### src/inc/addr_decode_regs.svh
`ifndef ADDR_DECODE_REGS_SVH
`define ADDR_DECODE_REGS_SVH

// ----------------------------------------------------------------------------
// Region and window layout
// ----------------------------------------------------------------------------
`define RGN_MSB            31
`define RGN_LSB            29
`define RGN_CODE           3'h0
`define RGN_SRAM           3'h1
`define RGN_PERIPH         3'h2
`define WIN_MSB            14
`define WIN_LSB            10

`define FLASH_BASE         32'h0800_0000
`define FLASH_SIZE         32'h0008_0000
`define SRAM_BASE          32'h2000_0000
`define SRAM_SIZE          32'h0001_8000
`define PERIPH_BASE        32'h4000_0000
`define SRAM_ALIAS_BASE    32'h2200_0000
`define PERIPH_ALIAS_BASE  32'h4200_0000
`define ALIAS_SIZE         32'h0200_0000

`define BUS1_BASE          32'h4000_0000
`define BUS1_SIZE          32'h0000_8000
`define BUS2_BASE          32'h4001_0000
`define BUS2_SIZE          32'h0000_8000
`define SDIO_BASE          32'h4001_8000
`define SDIO_SIZE          32'h0000_0400
`define HS_BASE            32'h4002_0000
`define HS_SIZE            32'h0000_8000

// One bit per 1 KB window index; a clear bit is reserved space.
`define BUS1_WIN_MASK      32'h3bfe_dc3f
`define BUS2_WIN_MASK      32'hffff_ffff
`define HS_WIN_MASK        32'h0110_1113
`define QSPI_WIN           5'h10
`define SDIO_WIN           5'h1f
`define HS_WIN_SRAM        5'h02
`define HS_WIN_FLASH       5'h08

// ----------------------------------------------------------------------------
// Targets, sizes and reset values
// ----------------------------------------------------------------------------
`define TGT_FLASH          3'h0
`define TGT_SRAM           3'h1
`define TGT_HS             3'h2
`define TGT_BUS2           3'h3
`define TGT_BUS1           3'h4
`define TGT_NUM            5

`define SIZE_BYTE          2'h0
`define SIZE_HALF          2'h1
`define SIZE_WORD          2'h2

`define HS_CLKEN_RST       32'h0000_0104
`define BUS_CLKEN_RST      32'h0000_0000

`endif

### src/inc/addr_decode_pkg.sv
package addr_decode_pkg;

   typedef enum logic [4:0] {
      ST_IDLE   = 5'h01,
      ST_ACCESS = 5'h02,
      ST_RMW_RD = 5'h04,
      ST_RMW_WR = 5'h08,
      ST_RESP   = 5'h10
   } state_t;

   typedef struct packed {
      logic        valid;
      logic        write;
      logic        is_core;
      logic [1:0]  size;
      logic [31:0] addr;
      logic [31:0] wdata;
   } up_req_t;

   typedef struct packed {
      logic        done;
      logic        err;
      logic [31:0] rdata;
   } up_rsp_t;

   typedef struct packed {
      logic        valid;
      logic        write;
      logic [4:0]  win;
      logic [3:0]  strb;
      logic [31:0] addr;
      logic [31:0] wdata;
   } tgt_req_t;

   typedef struct packed {
      logic        ready;
      logic        err;
      logic [31:0] rdata;
   } tgt_rsp_t;

   typedef struct packed {
      logic [2:0]  wr;
      logic [31:0] val;
   } clken_upd_t;

   typedef struct packed {
      logic [31:0] highspeed_bus_clock_enable;
      logic [31:0] periph_bus1_clock_enable;
      logic [31:0] periph_bus2_clock_enable;
   } clken_t;

   typedef struct packed {
      logic        ok;
      logic [2:0]  tgt;
      logic [4:0]  win;
   } dec_t;

   typedef struct packed {
      logic        alias_hit;
      logic [31:0] addr;
      logic [2:0]  bitpos;
   } bb_t;

   typedef struct packed {
      state_t      state;
      logic        rdy;
      logic [2:0]  tgt;
      logic [4:0]  tv;
      logic        wr;
      logic [4:0]  win;
      logic [3:0]  strb;
      logic [31:0] addr;
      logic [31:0] wdata;
      logic        bb_wr;
      logic        bb_val;
      logic [2:0]  bitpos;
      up_rsp_t     rsp;
   } core_st_t;

endpackage

### src/hw/bitband_xlate.sv
`timescale 1ns/100ps
`include "addr_decode_regs.svh"

module bitband_xlate (
   input  wire logic [31:0]          i_addr,
   input  wire logic                 i_is_core,
   output      addr_decode_pkg::bb_t o_bb
);

   logic sram_hit;
   logic periph_hit;

   assign sram_hit   = (i_addr >= `SRAM_ALIAS_BASE) &&
                       (i_addr < (`SRAM_ALIAS_BASE + `ALIAS_SIZE));
   assign periph_hit = (i_addr >= `PERIPH_ALIAS_BASE) &&
                       (i_addr < (`PERIPH_ALIAS_BASE + `ALIAS_SIZE));

   always_comb begin
      o_bb.alias_hit = i_is_core && (sram_hit || periph_hit);
      o_bb.bitpos    = i_addr[4:2];
      if (i_is_core && sram_hit) begin
         o_bb.addr = `SRAM_BASE + {12'h000, i_addr[24:5]};
      end else if (i_is_core && periph_hit) begin
         o_bb.addr = `PERIPH_BASE + {12'h000, i_addr[24:5]};
      end else begin
         o_bb.addr = i_addr;
      end
   end

endmodule

### src/hw/clk_enable_ctl.sv
`timescale 1ns/100ps
`include "addr_decode_regs.svh"

module clk_enable_ctl (
   input  wire logic                        i_clk,
   input  wire logic                        i_rst_b,
   input  wire addr_decode_pkg::clken_upd_t i_upd,
   output      addr_decode_pkg::clken_t     o_en
);

   addr_decode_pkg::clken_t en_r;
   addr_decode_pkg::clken_t en_nxt;

   always_comb begin
      en_nxt = en_r;
      if (i_upd.wr[0]) begin
         en_nxt.highspeed_bus_clock_enable = i_upd.val;
      end
      if (i_upd.wr[1]) begin
         en_nxt.periph_bus1_clock_enable = i_upd.val;
      end
      if (i_upd.wr[2]) begin
         en_nxt.periph_bus2_clock_enable = i_upd.val;
      end
   end

   // Only the SRAM and flash interface clocks run out of reset.
   always_ff @(posedge i_clk or negedge i_rst_b) begin
      if (!i_rst_b) begin
         en_r.highspeed_bus_clock_enable <= `HS_CLKEN_RST;
         en_r.periph_bus1_clock_enable   <= `BUS_CLKEN_RST;
         en_r.periph_bus2_clock_enable   <= `BUS_CLKEN_RST;
      end else begin
         en_r <= en_nxt;
      end
   end

   assign o_en = en_r;

endmodule

### src/hw/system_address_decode_bitband.sv
`timescale 1ns/100ps
`include "addr_decode_regs.svh"

// Functional notes
// - Bus bridges fully synchronous, no handshake crossing.
// - Reset gates all clocks but SRAM, flash.
// - Narrow peripheral-bus writes become replicated word writes.
// - Little endian: low address holds low byte.
// - Top three address bits pick 512 MB region.
// - Unassigned addresses decode as reserved space.
// - High-speed bus windows from 0x40020000 to 0x40026000.
// - Bus2 range 0x40010000-0x40017FFF routed to its peripherals.
// - Bus1 range from 0x40000000, reserved from 0x40007800.
// - SRAM up to 96 KB, byte/half/word access.
// - SRAM and peripherals each have bit-band alias.
// - Alias write is atomic read-modify-write; single-bit except on Bus1/Bus2, which get the modified byte on all lanes.
// - Alias = base + byteoffset*32 + bit*4.
// - Alias read returns 0x01 or 0x00.
// - SRAM alias at 0x22000000 maps SRAM bits.
// - Only core accesses are alias-translated.
module system_address_decode_bitband (
   input  wire logic                                     i_clk,
   input  wire logic                                     i_rst_b,
   input  wire addr_decode_pkg::up_req_t                 i_req,
   output      logic                                     o_req_ready,
   output      addr_decode_pkg::up_rsp_t                 o_rsp,
   output      addr_decode_pkg::tgt_req_t [`TGT_NUM-1:0] o_tgt,
   input  wire addr_decode_pkg::tgt_rsp_t [`TGT_NUM-1:0] i_tgt,
   input  wire addr_decode_pkg::clken_upd_t              i_clken_upd,
   output      addr_decode_pkg::clken_t                  o_clk_en
);

   // ----------------------------------------------------------------------------
   // Helper functions
   // ----------------------------------------------------------------------------

   function automatic logic in_range(input logic [31:0] a, input logic [31:0] base,
                                     input logic [31:0] size);
      in_range = (a >= base) && (a < (base + size));
   endfunction

   // Byte lanes follow the little-endian layout: lane 0 holds address offset 0.
   function automatic logic [3:0] lane_strb(input logic [1:0] a, input logic [1:0] size);
      case (size)
         `SIZE_BYTE: lane_strb = 4'h1 << a;
         `SIZE_HALF: lane_strb = a[1] ? 4'hc : 4'h3;
         default:    lane_strb = 4'hf;
      endcase
   endfunction

   // Narrow data is taken from its own lane and copied onto every lane.
   function automatic logic [31:0] replicate(input logic [31:0] d, input logic [1:0] a,
                                             input logic [1:0] size);
      logic [31:0] sh;
      sh = 32'h0000_0000;
      case (size)
         `SIZE_BYTE: begin
            sh        = d >> {a, 3'h0};
            replicate = {4{sh[7:0]}};
         end
         `SIZE_HALF: begin
            sh        = d >> {a[1], 4'h0};
            replicate = {2{sh[15:0]}};
         end
         default: begin
            replicate = d;
         end
      endcase
   endfunction

   function automatic logic is_apb(input logic [2:0] t);
      is_apb = (t == `TGT_BUS1) || (t == `TGT_BUS2);
   endfunction

   // Map an address onto a target and a 1 KB window index.
   function automatic addr_decode_pkg::dec_t decode(input logic [31:0] a);
      addr_decode_pkg::dec_t d;
      logic [4:0]            idx;
      d   = '0;
      idx = a[`WIN_MSB:`WIN_LSB];
      case (a[`RGN_MSB:`RGN_LSB])
         `RGN_CODE: begin
            if (in_range(a, `FLASH_BASE, `FLASH_SIZE)) begin
               d.ok  = 1'b1;
               d.tgt = `TGT_FLASH;
               d.win = `HS_WIN_FLASH;
            end
         end
         `RGN_SRAM: begin
            if (in_range(a, `SRAM_BASE, `SRAM_SIZE)) begin
               d.ok  = 1'b1;
               d.tgt = `TGT_SRAM;
               d.win = `HS_WIN_SRAM;
            end
         end
         `RGN_PERIPH: begin
            if (in_range(a, `BUS1_BASE, `BUS1_SIZE)) begin
               d.ok  = 1'(`BUS1_WIN_MASK >> idx);
               d.tgt = `TGT_BUS1;
               d.win = idx;
            end else if (in_range(a, `BUS2_BASE, `BUS2_SIZE)) begin
               d.ok  = 1'(`BUS2_WIN_MASK >> idx);
               d.tgt = `TGT_BUS2;
               d.win = (idx >= `QSPI_WIN) ? `QSPI_WIN : idx;
            end else if (in_range(a, `SDIO_BASE, `SDIO_SIZE)) begin
               d.ok  = 1'b1;
               d.tgt = `TGT_HS;
               d.win = `SDIO_WIN;
            end else if (in_range(a, `HS_BASE, `HS_SIZE)) begin
               d.ok  = 1'(`HS_WIN_MASK >> idx);
               d.tgt = `TGT_HS;
               d.win = idx;
            end
         end
         default: begin
            d.ok = 1'b0;
         end
      endcase
      decode = d;
   endfunction

   function automatic logic clk_on(input addr_decode_pkg::dec_t d,
                                   input addr_decode_pkg::clken_t e);
      case (d.tgt)
         `TGT_BUS1: clk_on = e.periph_bus1_clock_enable[d.win];
         `TGT_BUS2: clk_on = e.periph_bus2_clock_enable[d.win];
         `TGT_HS:   clk_on = e.highspeed_bus_clock_enable[d.win];
         `TGT_SRAM: clk_on = e.highspeed_bus_clock_enable[`HS_WIN_SRAM];
         default:   clk_on = e.highspeed_bus_clock_enable[`HS_WIN_FLASH];
      endcase
   endfunction

   // ----------------------------------------------------------------------------
   // Submodules
   // ----------------------------------------------------------------------------

   addr_decode_pkg::bb_t      bb;
   addr_decode_pkg::clken_t   clk_en;
   addr_decode_pkg::dec_t     dec;
   addr_decode_pkg::tgt_rsp_t sel_rsp;
   addr_decode_pkg::core_st_t s_r;
   addr_decode_pkg::core_st_t s_nxt;

   bitband_xlate i_bitband_xlate (
      .i_addr    (i_req.addr),
      .i_is_core (i_req.is_core),
      .o_bb      (bb)
   );

   clk_enable_ctl i_clk_enable_ctl (
      .i_clk   (i_clk),
      .i_rst_b (i_rst_b),
      .i_upd   (i_clken_upd),
      .o_en    (clk_en)
   );

   assign dec     = decode(bb.addr);
   assign sel_rsp = i_tgt[s_r.tgt];

   // ----------------------------------------------------------------------------
   // Transfer sequencer
   // ----------------------------------------------------------------------------

   always_comb begin
      logic [31:0] byte_sh;
      logic [7:0]  new_byte;
      logic        cur_bit;
      byte_sh  = sel_rsp.rdata >> {s_r.addr[1:0], 3'h0};
      cur_bit  = byte_sh[s_r.bitpos];
      new_byte = byte_sh[7:0];
      new_byte[s_r.bitpos] = s_r.bb_val;
      s_nxt = s_r;
      case (s_r.state)
         addr_decode_pkg::ST_IDLE: begin
            s_nxt.rdy      = 1'b1;
            s_nxt.rsp.done = 1'b0;
            if (i_req.valid && s_r.rdy) begin
               s_nxt.rdy    = 1'b0;
               s_nxt.tgt    = dec.tgt;
               s_nxt.win    = dec.win;
               s_nxt.addr   = bb.addr;
               s_nxt.bitpos = bb.bitpos;
               s_nxt.bb_wr  = i_req.write;
               s_nxt.bb_val = i_req.wdata[0];
               // A gated peripheral is refused, so software must enable it first.
               if (!dec.ok || !clk_on(dec, clk_en)) begin
                  s_nxt.state     = addr_decode_pkg::ST_RESP;
                  s_nxt.rsp.done  = 1'b1;
                  s_nxt.rsp.err   = 1'b1;
                  s_nxt.rsp.rdata = 32'h0000_0000;
               end else if (bb.alias_hit) begin
                  s_nxt.state = addr_decode_pkg::ST_RMW_RD;
                  s_nxt.tv    = 5'h01 << dec.tgt;
                  s_nxt.wr    = 1'b0;
                  s_nxt.strb  = is_apb(dec.tgt) ? 4'hf :
                                lane_strb(bb.addr[1:0], `SIZE_BYTE);
                  s_nxt.wdata = 32'h0000_0000;
               end else begin
                  // Bridges share this clock, so the request passes straight on.
                  s_nxt.state = addr_decode_pkg::ST_ACCESS;
                  s_nxt.tv    = 5'h01 << dec.tgt;
                  s_nxt.wr    = i_req.write;
                  if (is_apb(dec.tgt)) begin
                     s_nxt.strb  = 4'hf;
                     s_nxt.wdata = replicate(i_req.wdata, bb.addr[1:0], i_req.size);
                  end else begin
                     s_nxt.strb  = lane_strb(bb.addr[1:0], i_req.size);
                     s_nxt.wdata = i_req.wdata;
                  end
               end
            end
         end
         addr_decode_pkg::ST_ACCESS: begin
            if (sel_rsp.ready) begin
               s_nxt.state     = addr_decode_pkg::ST_RESP;
               s_nxt.tv        = 5'h00;
               s_nxt.rsp.done  = 1'b1;
               s_nxt.rsp.err   = sel_rsp.err;
               s_nxt.rsp.rdata = sel_rsp.rdata;
            end
         end
         addr_decode_pkg::ST_RMW_RD: begin
            if (sel_rsp.ready) begin
               if (sel_rsp.err || !s_r.bb_wr) begin
                  s_nxt.state     = addr_decode_pkg::ST_RESP;
                  s_nxt.tv        = 5'h00;
                  s_nxt.rsp.done  = 1'b1;
                  s_nxt.rsp.err   = sel_rsp.err;
                  s_nxt.rsp.rdata = {31'h0000_0000, cur_bit};
               end else begin
                  // The bus stays held between read and write for atomicity.
                  s_nxt.state = addr_decode_pkg::ST_RMW_WR;
                  s_nxt.wr    = 1'b1;
                  s_nxt.wdata = {4{new_byte}};
               end
            end
         end
         addr_decode_pkg::ST_RMW_WR: begin
            if (sel_rsp.ready) begin
               s_nxt.state     = addr_decode_pkg::ST_RESP;
               s_nxt.tv        = 5'h00;
               s_nxt.rsp.done  = 1'b1;
               s_nxt.rsp.err   = sel_rsp.err;
               s_nxt.rsp.rdata = 32'h0000_0000;
            end
         end
         addr_decode_pkg::ST_RESP: begin
            s_nxt.state    = addr_decode_pkg::ST_IDLE;
            s_nxt.rsp.done = 1'b0;
            s_nxt.rdy      = 1'b1;
         end
         default: begin
            s_nxt       = '0;
            s_nxt.state = addr_decode_pkg::ST_IDLE;
         end
      endcase
   end

   always_ff @(posedge i_clk or negedge i_rst_b) begin
      if (!i_rst_b) begin
         s_r       <= '0;
         s_r.state <= addr_decode_pkg::ST_IDLE;
      end else begin
         s_r <= s_nxt;
      end
   end

   // ----------------------------------------------------------------------------
   // Outputs
   // ----------------------------------------------------------------------------

   assign o_req_ready = s_r.rdy;
   assign o_rsp       = s_r.rsp;
   assign o_clk_en    = clk_en;

   always_comb begin
      for (int i = 0; i < `TGT_NUM; i++) begin
         o_tgt[i].valid = s_r.tv[i];
         o_tgt[i].write = s_r.wr;
         o_tgt[i].win   = s_r.win;
         o_tgt[i].strb  = s_r.strb;
         o_tgt[i].addr  = s_r.addr;
         o_tgt[i].wdata = s_r.wdata;
      end
   end

endmodule

### config.mk
export PLATFORM = sky130hd
export DESIGN_NAME = system_address_decode_bitband
export DESIGN_NICKNAME = d
export VERILOG_FILES = /design/src/inc/addr_decode_pkg.sv /design/src/hw/bitband_xlate.sv /design/src/hw/clk_enable_ctl.sv /design/src/hw/system_address_decode_bitband.sv
export VERILOG_INCLUDE_DIRS = /design/src /design/src/inc
export SDC_FILE = /design/constraint.sdc
export NUM_CORES = 1
export LEC_CHECK = 0
export BUFFER_PORTS_ARGS = -buffer_cell sky130_fd_sc_hd__buf_2
export CAP_MARGIN = 0
export CORE_AREA = 3 3 299 301
export DETAILED_ROUTE_END_ITERATION = 7
export DIE_AREA = 0 0 302 304
export HOLD_SLACK_MARGIN = 0.08
export PLACE_DENSITY_LB_ADDON = 0.15
export SYNTH_ARGS = -nofsm -noshare
export SYNTH_HDL_FRONTEND = slang
export SYNTH_SLANG_ARGS = --single-unit
### constraint.sdc
create_clock -name i_clk -period 3.75 [get_ports i_clk]
set_input_delay 0 -clock i_clk [delete_from_list [all_inputs] [get_ports i_clk]]
set_output_delay 0 -clock i_clk [all_outputs]
set_load 0.01 [all_outputs]
# Word level (Yosys, flattened, before mapping)

Cells that the tools add are included.

Register bits: 223
Bits of input ports: 276
Output and inout port bits: 506
Word-level logic and storage cells: 173

$add $sub $neg: 2
$lt $le $gt $ge: 22
Equal/unequal tests: 21
Shift operators: 8
Mux-type cells: 66
Bitwise gates (word level): 3
Reductions and logical operators: 33

Operator list:

| cell                                                                 | count |
|---|---|
| two-way mux 32 bit                                                   | 7 |
| two-way mux 34 bit                                                   | 6 |
| case mux 33 bit (5 select lines)                                     | 1 |
| greater-or-equal comparator 32 x 31 -> 1 bit (second input constant) | 5 |
| < comparator 32 x 31 -> 1 bit (second input constant)                | 5 |
| two-way mux 127 bit                                                  | 1 |
| binary-select mux 34 bit (select 3 bit)                              | 1 |
| case mux 32 bit (3 select lines)                                     | 1 |
| case mux 41 bit (2 select lines)                                     | 1 |
| greater-or-equal comparator 32 x 30 -> 1 bit (second input constant) | 2 |
| < comparator 32 x 30 -> 1 bit (second input constant)                | 2 |
| case mux 32 bit (2 select lines)                                     | 1 |
| >> shifter 32 x 5 -> 8 bit                                           | 2 |
| two-way mux 9 bit                                                    | 6 |
| two-way mux 5 bit                                                    | 7 |
| adder 31 x 20 -> 32 bit (first input constant)                       | 1 |
| greater-or-equal comparator 32 x 28 -> 1 bit (second input constant) | 1 |
| < comparator 32 x 28 -> 1 bit (second input constant)                | 1 |
| >> shifter 32 x 5 -> 1 bit (first input constant)                    | 1 |
| >> shifter 32 x 5 -> 16 bit                                          | 1 |
| adder 30 x 20 -> 31 bit (first input constant)                       | 1 |
| >> shifter 30 x 5 -> 1 bit (first input constant)                    | 1 |
| >> shifter 25 x 5 -> 1 bit (first input constant)                    | 1 |
| case mux 8 bit (3 select lines)                                      | 1 |
| 48 further kinds                                                     | 98 |

# Longest topological paths before layout

Gate-level depths: netlist (run 1).

Word-level depth: 22
Depth in mapped cells: 17
Depth with buffers taken out: 13

# By module

From an unflattened synthesis (run 1), not the netlist that was laid out.

Cell total of the unflattened synthesis: 1515
Area, all modules: 16852.4 um^2

By module, submodules not included:

| module                        | instances | cells each | area each (um^2) | seq. area each (um^2) |
|---|---|---|---|---|
| system_address_decode_bitband | 1         | 1270       | 12380.6          | 3179.3 |
| clk_enable_ctl                | 1         | 204        | 4037.6           | 2404.8 |
| bitband_xlate                 | 1         | 41         | 434.2            | 0.0 |

# Least setup slack after synthesis (run 1)

OpenSTA, ideal clock, no wires.

Path kind: input port to flip-flop
From: in i_req[63] (netlist bit)
To: reg s_r, in the netlist o_rsp[10]
Setup time: 0.128 ns
Data arrival time: 3.572 ns
Data required time: 3.622 ns
Path slack: 0.051 ns
Stages: 17
Path buffers: 4
Cell sequence: or2_1 -> buf_2 -> nor3_4 -> mux2_2 -> o2111a_1 -> buf_2 -> or3_1 -> clkbuf_1 -> nand2_1 -> o221ai_1 -> a211oi_1 -> a21oi_1 -> o211ai_1 -> a31oi_2 -> a21boi_2 -> buf_4 -> mux2_1

Longest elaborated chain between the ends: 21
Elaborated cells between the ends (all ways): 62
Those cells by class: order compare (17); eq/ne (7); shift (3); mux (20); reduce/logical (15)

RTL lines:

| what                                                                                                                  | line                                                                                                             | text |
|---|---|---|
| start: declaration                                                                                                    | system_address_decode_bitband.sv:24                                                                              | `input wire addr_decode_pkg::up_req_t i_req,` |
| greater-or-equal comparator 32 x 31 -> 1 bit (no source line) / < comparator 32 x 31 -> 1 bit (equally long branches) | --                                                                                                               |  |
| logical AND 1 bit                                                                                                     | bitband_xlate.sv:15                                                                                              | `` assign periph_hit = (i_addr >= `PERIPH_ALIAS_BASE) && `` |
| logical AND 1 bit                                                                                                     | bitband_xlate.sv:23                                                                                              | `end else if (i_is_core && periph_hit) begin` |
| two-way mux 32 bit                                                                                                    | bitband_xlate.sv:23                                                                                              |  |
| two-way mux 32 bit (*)                                                                                                | bitband_xlate.sv:21                                                                                              | `if (i_is_core && sram_hit) begin` |
| greater-or-equal comparator 32 x 31 -> 1 bit / < comparator 32 x 31 -> 1 bit (equally long branches)                  | system_address_decode_bitband.sv:39                                                                              | `in_range = (a >= base) && (a < (base + size));` |
| logical AND 1 bit                                                                                                     | system_address_decode_bitband.sv:39                                                                              |  |
| two-way mux 9 bit                                                                                                     | system_address_decode_bitband.sv:109                                                                             | `` end else if (in_range(a, `HS_BASE, `HS_SIZE)) begin `` |
| (+5 left out)                                                                                                         | --                                                                                                               |  |
| two-way mux 1 bit, on equally long branches                                                                           | system_address_decode_bitband.sv:127, system_address_decode_bitband.sv:125, system_address_decode_bitband.sv:126 |  |
| case mux 1 bit (4 select lines)                                                                                       | system_address_decode_bitband.sv:124                                                                             | `case (d.tgt)` |
| two-way mux 1 bit                                                                                                     | system_address_decode_bitband.sv:177                                                                             | `if (i_req.valid && s_r.rdy) begin` |
| two-way mux 1 bit                                                                                                     | system_address_decode_bitband.sv:173                                                                             | `case (s_r.state)` |
| logical NOT 1 bit                                                                                                     | system_address_decode_bitband.sv:186                                                                             | `if (!dec.ok \|\| !clk_on(dec, clk_en)) begin` |
| logical OR 1 bit (*)                                                                                                  | system_address_decode_bitband.sv:186                                                                             |  |
| != test 2 bit (no source line) (*)                                                                                    | --                                                                                                               |  |
| AND reduction 7 bit (no source line) (*)                                                                              | --                                                                                                               |  |
| end signal: assignment                                                                                                | system_address_decode_bitband.sv:264                                                                             | `s_r <= s_nxt;` |
| end: declaration                                                                                                      | system_address_decode_bitband.sv:141                                                                             | `addr_decode_pkg::core_st_t s_r;` |

Mark *: on every way between the ends. The rest lies on a longest branch, timed or not. The select of a mux whose other input is x is not followed.
A chain may end at the register's enable or synchronous reset.

# Worst setup path in the final report (run 1)

From: in i_req[46] (netlist bit)
To: reg s_r, in the netlist o_tgt[8]

Longest elaborated chain between the ends: 21
Elaborated cells between the ends (all ways): 75
Those cells by class: add/sub (2); order compare (17); eq/ne (7); shift (5); mux (26); reduce/logical (18)

RTL lines:

| what                                                                                                                  | line |
|---|---|
| greater-or-equal comparator 32 x 31 -> 1 bit (no source line) / < comparator 32 x 31 -> 1 bit (equally long branches) | -- |
| logical AND 1 bit                                                                                                     | bitband_xlate.sv:15 |
| logical AND 1 bit                                                                                                     | bitband_xlate.sv:23 |
| two-way mux 32 bit                                                                                                    | bitband_xlate.sv:23 |
| two-way mux 32 bit                                                                                                    | bitband_xlate.sv:21 |
| greater-or-equal comparator 32 x 31 -> 1 bit / < comparator 32 x 31 -> 1 bit (equally long branches)                  | system_address_decode_bitband.sv:39 |
| logical AND 1 bit                                                                                                     | system_address_decode_bitband.sv:39 |
| two-way mux 9 bit                                                                                                     | system_address_decode_bitband.sv:109 |
| (+5 left out)                                                                                                         | -- |
| two-way mux 1 bit, on equally long branches                                                                           | system_address_decode_bitband.sv:127, system_address_decode_bitband.sv:125, system_address_decode_bitband.sv:126 |
| case mux 1 bit (4 select lines)                                                                                       | system_address_decode_bitband.sv:124 |
| two-way mux 1 bit                                                                                                     | system_address_decode_bitband.sv:177 |
| two-way mux 1 bit                                                                                                     | system_address_decode_bitband.sv:173 |
| logical NOT 1 bit                                                                                                     | system_address_decode_bitband.sv:186 |
| logical OR 1 bit                                                                                                      | system_address_decode_bitband.sv:186 |
| != test 2 bit (no source line)                                                                                        | -- |
| AND reduction 5 bit (no source line)                                                                                  | -- |

Several ways; a longest one is shown, not always the timed one. The select of a mux whose other input is x is not followed.

==> impl_results.md, run 1 <==
* Critical path fanouts, max at 8
* Fraction of registers with async set/reset at 100.0%
* Class of the worst hold path: in2reg
* CTS buffer count at 31
* Power Dens Cells at roughly 540 nW/um^2
* Avg Inst Size Synth at approximately 9.4 um^2
* Mapped cell area at around 16000 um^2
* Number of flops mapped to enable cells by yosys at 0
* Reg area at roughly 5600 um^2
* Die area at slightly above 90000 um^2
* Initial detailed-routing violation count at roughly 650
* Max Fclk at between 200 and 300 MHz
* Most frequent cells in the layout: buf_2 (778), dfrtp_1 (218), dlygate4sd3_1 (157)
* Vias in the first global route at roughly 16000
* Core area at about 87000 um^2
* First-pass GRT wire length at ~110 mm
* Worst hold slack at ~0.12 ns
* I/O pins at ~800
* Die extent in x at 302 um
* Slew Viols, Final at 0
* Synthesized Nets at approximately 2000
* Period minus WS final at around 3.6 ns
* Share of cells above drive strength 1 at 49.68%
* Leading cell type in the layout, fill and taps excluded: buf_2
* Area grow syn2layout at 39.19%
* Tot GR Track Use at approximately 16%
* Register area share after synthesis at around a third
* Final setup fails at 0
* Post-route ant nets at 0
* Max_slew headroom at roughly 15%
* Maximum clock path buffer count at 3
* Synth Register Bits at roughly 220
* Final #Nets at 2626
* Initial Util at 18.60%
* # DRC at 0
* Worst EP arrival at 4.09 ns
* Number of core rows at 108
* Largest net degree at the start of global routing at 91
* Distinct cells, synth at a little over 70
* Slew @ Worst Pin at 1.267 ns
* Critical path launch point type: input pin
* Routed WL at about 77 mm
* Initial antenna violation count at 5
* H-Tree Depth at 1
* Max IR drop VDD at 350.3 uV
* Period utilization at between 90% and 100%
* Routability congestion estimate at 0.8421
* Post-Syn Instances at approximately 1700
* CTS tree: done
* Final Hold Fails at 0
* Setup CP Type: in2reg
* Fillers at between 9000 and 10000
* Static leakage at 11.15 nW
* Die height at around 300 um
* Root Buffer: clkbuf_16
* CP Data Required Time at 4.21 ns
* WL/cell at about 22 um
* Number of buffers added on ports at roughly 780
* Ys Warns at 0
* CP endpoint kind: register
* Vias per inst at 4.237
* Initial DRT Pass Iterations at 5
* Multi-input gate area at ~7400 um^2
* Clock skew at about 0.026 ns
* Status: finished clean
* Clock-pin slew on the worst setup and hold paths at approximately 0.06 ns
* Clk_lat worst skew at roughly 0.60 ns
* Dpl hpwl at roughly 60 mm
* Tot Pwr at 12.05 mW
* Via count at ~15000
* Core Util, Final at ~26%
* Most used flip-flop cell after synthesis: dfrtp_1
* GR Overflow Total at 0
* CTS sink count at about 220
* MaxCap Viol Count at 0
## area by class of cell
class	count	share of cell area, %
Timing Repair Buffer	1109	31.46
Inverter	9	0.1502
Antenna cell	3	0.03337
Sequential cell	223	24.83
Clock inverter	14	0.4115
Multi-Input combinational cell	976	32.81
Tap cell	1155	6.423
Clock buffer	44	3.887
## final timing paths
check / start / endpoint / slack, ns / cells past startpoint
setup / recovery: i_req[46] / o_tgt[8] / 0.12 / 20
hold / removal: i_tgt[107] / o_rsp[5] / 0.12 / 5
setup reg to reg: s_r[120] / o_rsp[0] / 0.17 / 12
hold reg to reg: o_rsp[17] / o_rsp[17] / 0.49 / 1
max in group asynchronous: i_rst_b / i_clk_enable_ctl.o_en[93] / 2.69 / 4
min in group asynchronous: i_rst_b / i_clk_enable_ctl.o_en[66] / 0.54 / 3
## state kept, by name (all words and copies together) (netlist names)
signal and count:
o_rsp 34, s_r 13, o_tgt 79, o_req_ready 1, i_clk_enable_ctl.o_en 96
## worst max-delay path: stages
cell,delay [ns]
dlygate4sd3_1,0.54
buf_4,0.17
o311ai_2,0.08
buf_4,0.17
o211ai_1,0.14
or3_4,0.42
buf_4,0.14
nand3_2,0.14
nand2_1,0.20
buf_4,0.20
a2bb2oi_1,0.13
a21oi_1,0.19
o22ai_1,0.14
a31oi_4,0.19
a31oi_4,0.14
buf_12,0.17
o21ai_4,0.22
buf_6,0.18
clkbuf_16,0.17
mux2_1,0.32
## power by group
group	switching [mW]	leakage, nW	total (mW)	internal (mW)
Sequential	0.811	2.83	3.69	2.88
Clock	1.23	0.478	2.85	1.62
Combinational	3.06	7.84	5.50	2.45
Total	5.10	11.2	12.0	6.95
## what timing repair did
| item | 4_1_cts | 5_1_grt |
|---|---|---|
| setup buffers | 0 | 11 |
| cloned | 0 | 7 |
| gates resized for setup | 2 | 50 |
| hold endpoints to repair | 387 | 0 |
| setup endpoints to repair | 27 | 73 |
| hold buffers | 158 | 0 |
| pin swaps | 0 | 18 |
## metal layers
| layer | track usage [%] | vias up | wire length (um) |
|---|---|---|---|
| li1 | - | 6947 | - |
| met1 | 19.07 | 7454 | 32170 |
| met2 | 28.60 | 490 | 39320 |
| met3 | 2.911 | 76 | 3849 |
| met4 | 3.302 | 4 | 1780 |
| met5 | 0 | - | 27 |
## cells by family after synthesis
kind of cell,share of synthesized area (%)
xor+xnor,0.1549
mux,19.84
compound gates,13.62
buf+inv,21.66
flops,34.55
simple gates,10.17
## synth_stat cells, types with 22 or more instances
| library cell | instances | area [um^2] |
|---|---|---|
| buf_4 | 416 | 3123 |
| nor3_1 | 25 | 125.1 |
| a22o_1 | 22 | 192.7 |
| clkbuf_1 | 56 | 210.2 |
| nand3_1 | 22 | 110.1 |
| o21ai_0 | 91 | 455.4 |
| nor2_1 | 110 | 412.9 |
| dfrtp_1 | 220 | 5505 |
| nand2_1 | 97 | 364.1 |
| a21oi_1 | 92 | 460.4 |
| mux2_1 | 64 | 720.7 |
| mux2_2 | 105 | 1182 |
| nand2b_1 | 31 | 193.9 |
| mux2i_1 | 101 | 1011 |
## through the flow
step	std cells	setup WS [ns]	setup TNS (ns)	area [um^2]
global route	3530	-0.03391	-0.3244	22490
global placement	3297	-0.7492	-48.93	19380
finish	3533	0.1197	0	22500
CTS	3513	0.05448	0	21950
floorplan	1712	0.05054	0	16160
detailed placement	3297	-0.7245	-47.39	19380
Note: power is estimated with default switching activity, not from simulation.
==> inputs of run 2 (changes only) <==
--- a/config.mk
+++ b/config.mk
@@ -13,6 +13,7 @@
 export DIE_AREA = 0 0 302 304
 export HOLD_SLACK_MARGIN = 0.08
 export PLACE_DENSITY_LB_ADDON = 0.15
+export REMOVE_ABC_BUFFERS = 1
 export SYNTH_ARGS = -nofsm -noshare
 export SYNTH_HDL_FRONTEND = slang
 export SYNTH_SLANG_ARGS = --single-unit
==> impl_results.md, run 2 (synthesis gave the netlist of run 1 again) <==
* Status: finished clean
* Diodes inserted at 0 (-3)
* Tot Pwr at 12.52 mW (+3.9%)
* Vias in the first global route at 15650 (+0.58%)
* CTS buffer count at 31 (unchanged)
* H-Tree Depth at 1 (unchanged)
* I/O pins at 782 (unchanged)
* Post-route met1 wirelength at 37.21 mm (+16%)
* Clock skew at 0.02419 ns (-0.001330 ns)
* Placed insts at 3307 (+0.30%)
* Core area at 86890 um^2 (unchanged)
* Initial detailed-routing violation count at 678 (+4.1%)
* Number of core rows at 108 (unchanged)
* Worst path max stage delay at 0.45 ns (-0.09 ns)
* Period minus WS final at 3.645 ns (+0.01496 ns)
* WL/cell at 24.36 um (+12%)
* Fin cells at 3539 (+0.17%)
* Most frequent cells in the layout: buf_2 (780), dfrtp_1 (218), dlygate4sd3_1 (171)
* CP endpoint kind: register
* Post-placement cell area at 19520 um^2 (+0.72%)
* Final setup fails at 0 (unchanged)
* Initial Util at 18.60% (unchanged)
* DR top layer: met5
* CTS tree: done
* Tot GR Track Use at 17.86% (+2.2 points)
* Largest net degree at the start of global routing at 105 (+15%)
* Max_slew headroom at 27.55% (+12 points)
* Die height at 304 um (unchanged)
* MaxCap Viol Count at 0 (unchanged)
* Class of the worst hold path: in2async
* Area grow syn2layout at 38.43%
* Leading cell type in the layout, fill and taps excluded: buf_2
* Share of cells above drive strength 1 at 48.49% (-1.2 points)
* Fillers at 9463 (+0.46%)
* Via count at 15080 (+0.71%)
* Period utilization at 97.21% (+0.40 points)
* Routability congestion estimate at 0.8873 (+5.4%)
* Core Util, Final at 25.75% (-0.14 points)
* Static leakage at 11.14 nW (-0.13%)
* Dpl hpwl at 69.63 mm (+15%)
* Initial antenna violation count at 4 (-1)
* GR Overflow Total at 0 (unchanged)
* Worst EP arrival at 4.10 ns (about the same)
* Max IR drop VDD at 473.4 uV (+35%)
* Final Hold Fails at 0 (unchanged)
* Worst path top cell family by delay: buffers and inverters
* Number of buffers added on ports at 781 (unchanged)
* Critical path fanouts, max at 9 (+1)
* First-pass GRT wire length at 119.3 mm (+9.3%)
* Slowest CP cell: or3_1
* Die area at 91810 um^2 (unchanged)
* Clk_lat worst skew at 0.58 ns (-0.02 ns)
* CTS sink count at 223 (unchanged)
* Vias per inst at 4.260 (+0.54%)
* Critical path launch point type: input pin
* Max FFs per register at 96 (unchanged)
* Root Buffer: clkbuf_16
* Design area at 22370 um^2 (-0.55%)
* Slew Viols, Final at 0 (unchanged)
* Post-route ant nets at 0 (unchanged)
* Power Dens Cells at 559.4 nW/um^2 (+4.5%)
* CP bufs+invs at 7 (-1)
* Slew @ Worst Pin at 1.084 ns (-0.1832 ns)
* Die extent in x at 302 um (unchanged)
* Maximum clock path buffer count at 3 (unchanged)
* Setup CP Type: in2reg
* # DRC at 0 (unchanged)
* Max Fclk at 274.3 MHz (-0.41%)
* Final #Nets at 2636 (+0.38%)
* Clock-pin slew on the worst setup and hold paths at 0.06 ns (about the same)
* Most frequent CP cell: buf_4
* Initial DRT Pass Iterations at 4 (-1)
* CP Data Required Time at 4.20 ns (about the same)
* Worst hold slack at 0.09252 ns (-0.02329 ns)
* Routed WL at 86.21 mm (+12%)
* Met3 WL at 6.180 mm (+61%)
* CP Cell Sequence: buf_2, nand4bb_1, buf_4, nor3_4, buf_12, mux2_2, o2111a_1, or3_1, buf_4, mux2i_1, a21oi_1, o2111a_1, a32oi_1, a31oi_2, buf_12, a21boi_4, buf_4, buf_6, mux2_1
* Routed length on met2 at 41.01 mm (+4.3%)
## run 2: cell count changes in the layout (fill, tap and decap cells not counted), moves of 4 or more
cell           before  now
clkbuf_16          37   32
clkbuf_1            8    4
dlygate4sd3_1     157  171
buf_6               6    1
## run 2: layout make-up
type                            count  area [um^2]  share of cell area [%]
Timing Repair Buffer             1119         7093                   31.70
Clock inverter                     15        147.6                  0.6599
Inverter                            9        33.78                  0.1510
Clock buffer                       42        887.1                   3.965
Sequential cell                   223         5592                   24.99
Tap cell                         1155         1445                   6.459
Multi-Input combinational cell    976         7176                   32.07
## run 2: repair_timing
action | CTS | global route
gates resized for setup | 0 | 14
endpoints found under the hold margin | 417 | 0
hold buffers | 171 | 0
setup endpoints to repair | 0 | 70
setup buffers | 0 | 2
## run 2: path summary, 6_finish.rpt
path / from / to / slack (ns) / cells after the start
worst min register to register: o_rsp[13] / o_rsp[13] / 0.48 / 1
worst max-delay path: i_req[58] / o_rsp[5] / 0.10 / 19
min in group i_clk: i_tgt[63] / o_rsp[29] / 0.12 / 5
worst min-delay path: i_rst_b / o_rsp[26] / 0.09 / 3
worst max register to register: s_r[118] / o_rsp[0] / 0.25 / 11
max in group asynchronous: i_rst_b / s_r[119] / 2.29 / 3
## run 2: stage by stage
stage | TNS [ns] | worst slack, ns
after floorplan | -154.27 | -1.864
after global placement | -38.59 | -0.5539
after detailed placement | -36.04 | -0.5157
after CTS | 0 | 0.07455
after global routing | -0.006163 | -0.002341
final | 0 | 0.1047
## run 2: metal layers
layer | vias up | global-route usage [%]
li1 | 6945 | -
met1 | 7497 | 22.85
met2 | 562 | 30.25
met3 | 71 | 4.573
met4 | 2 | 3.640
met5 | - | 0
## run 2: where the power goes
| group | switching (mW) | internal (mW) | total, mW |
|---|---|---|---|
| clock network | 1.20 | 1.79 | 2.99 |
| logic | 3.27 | 2.30 | 5.57 |
| registers | 1.09 | 2.87 | 3.96 |
| total | 5.56 | 6.96 | 12.5 |
## run 2: tightest hold or removal path, cell delays in order
cell and delay, ns:
dlygate4sd3_1 0.60, buf_8 0.15, buf_12 0.35
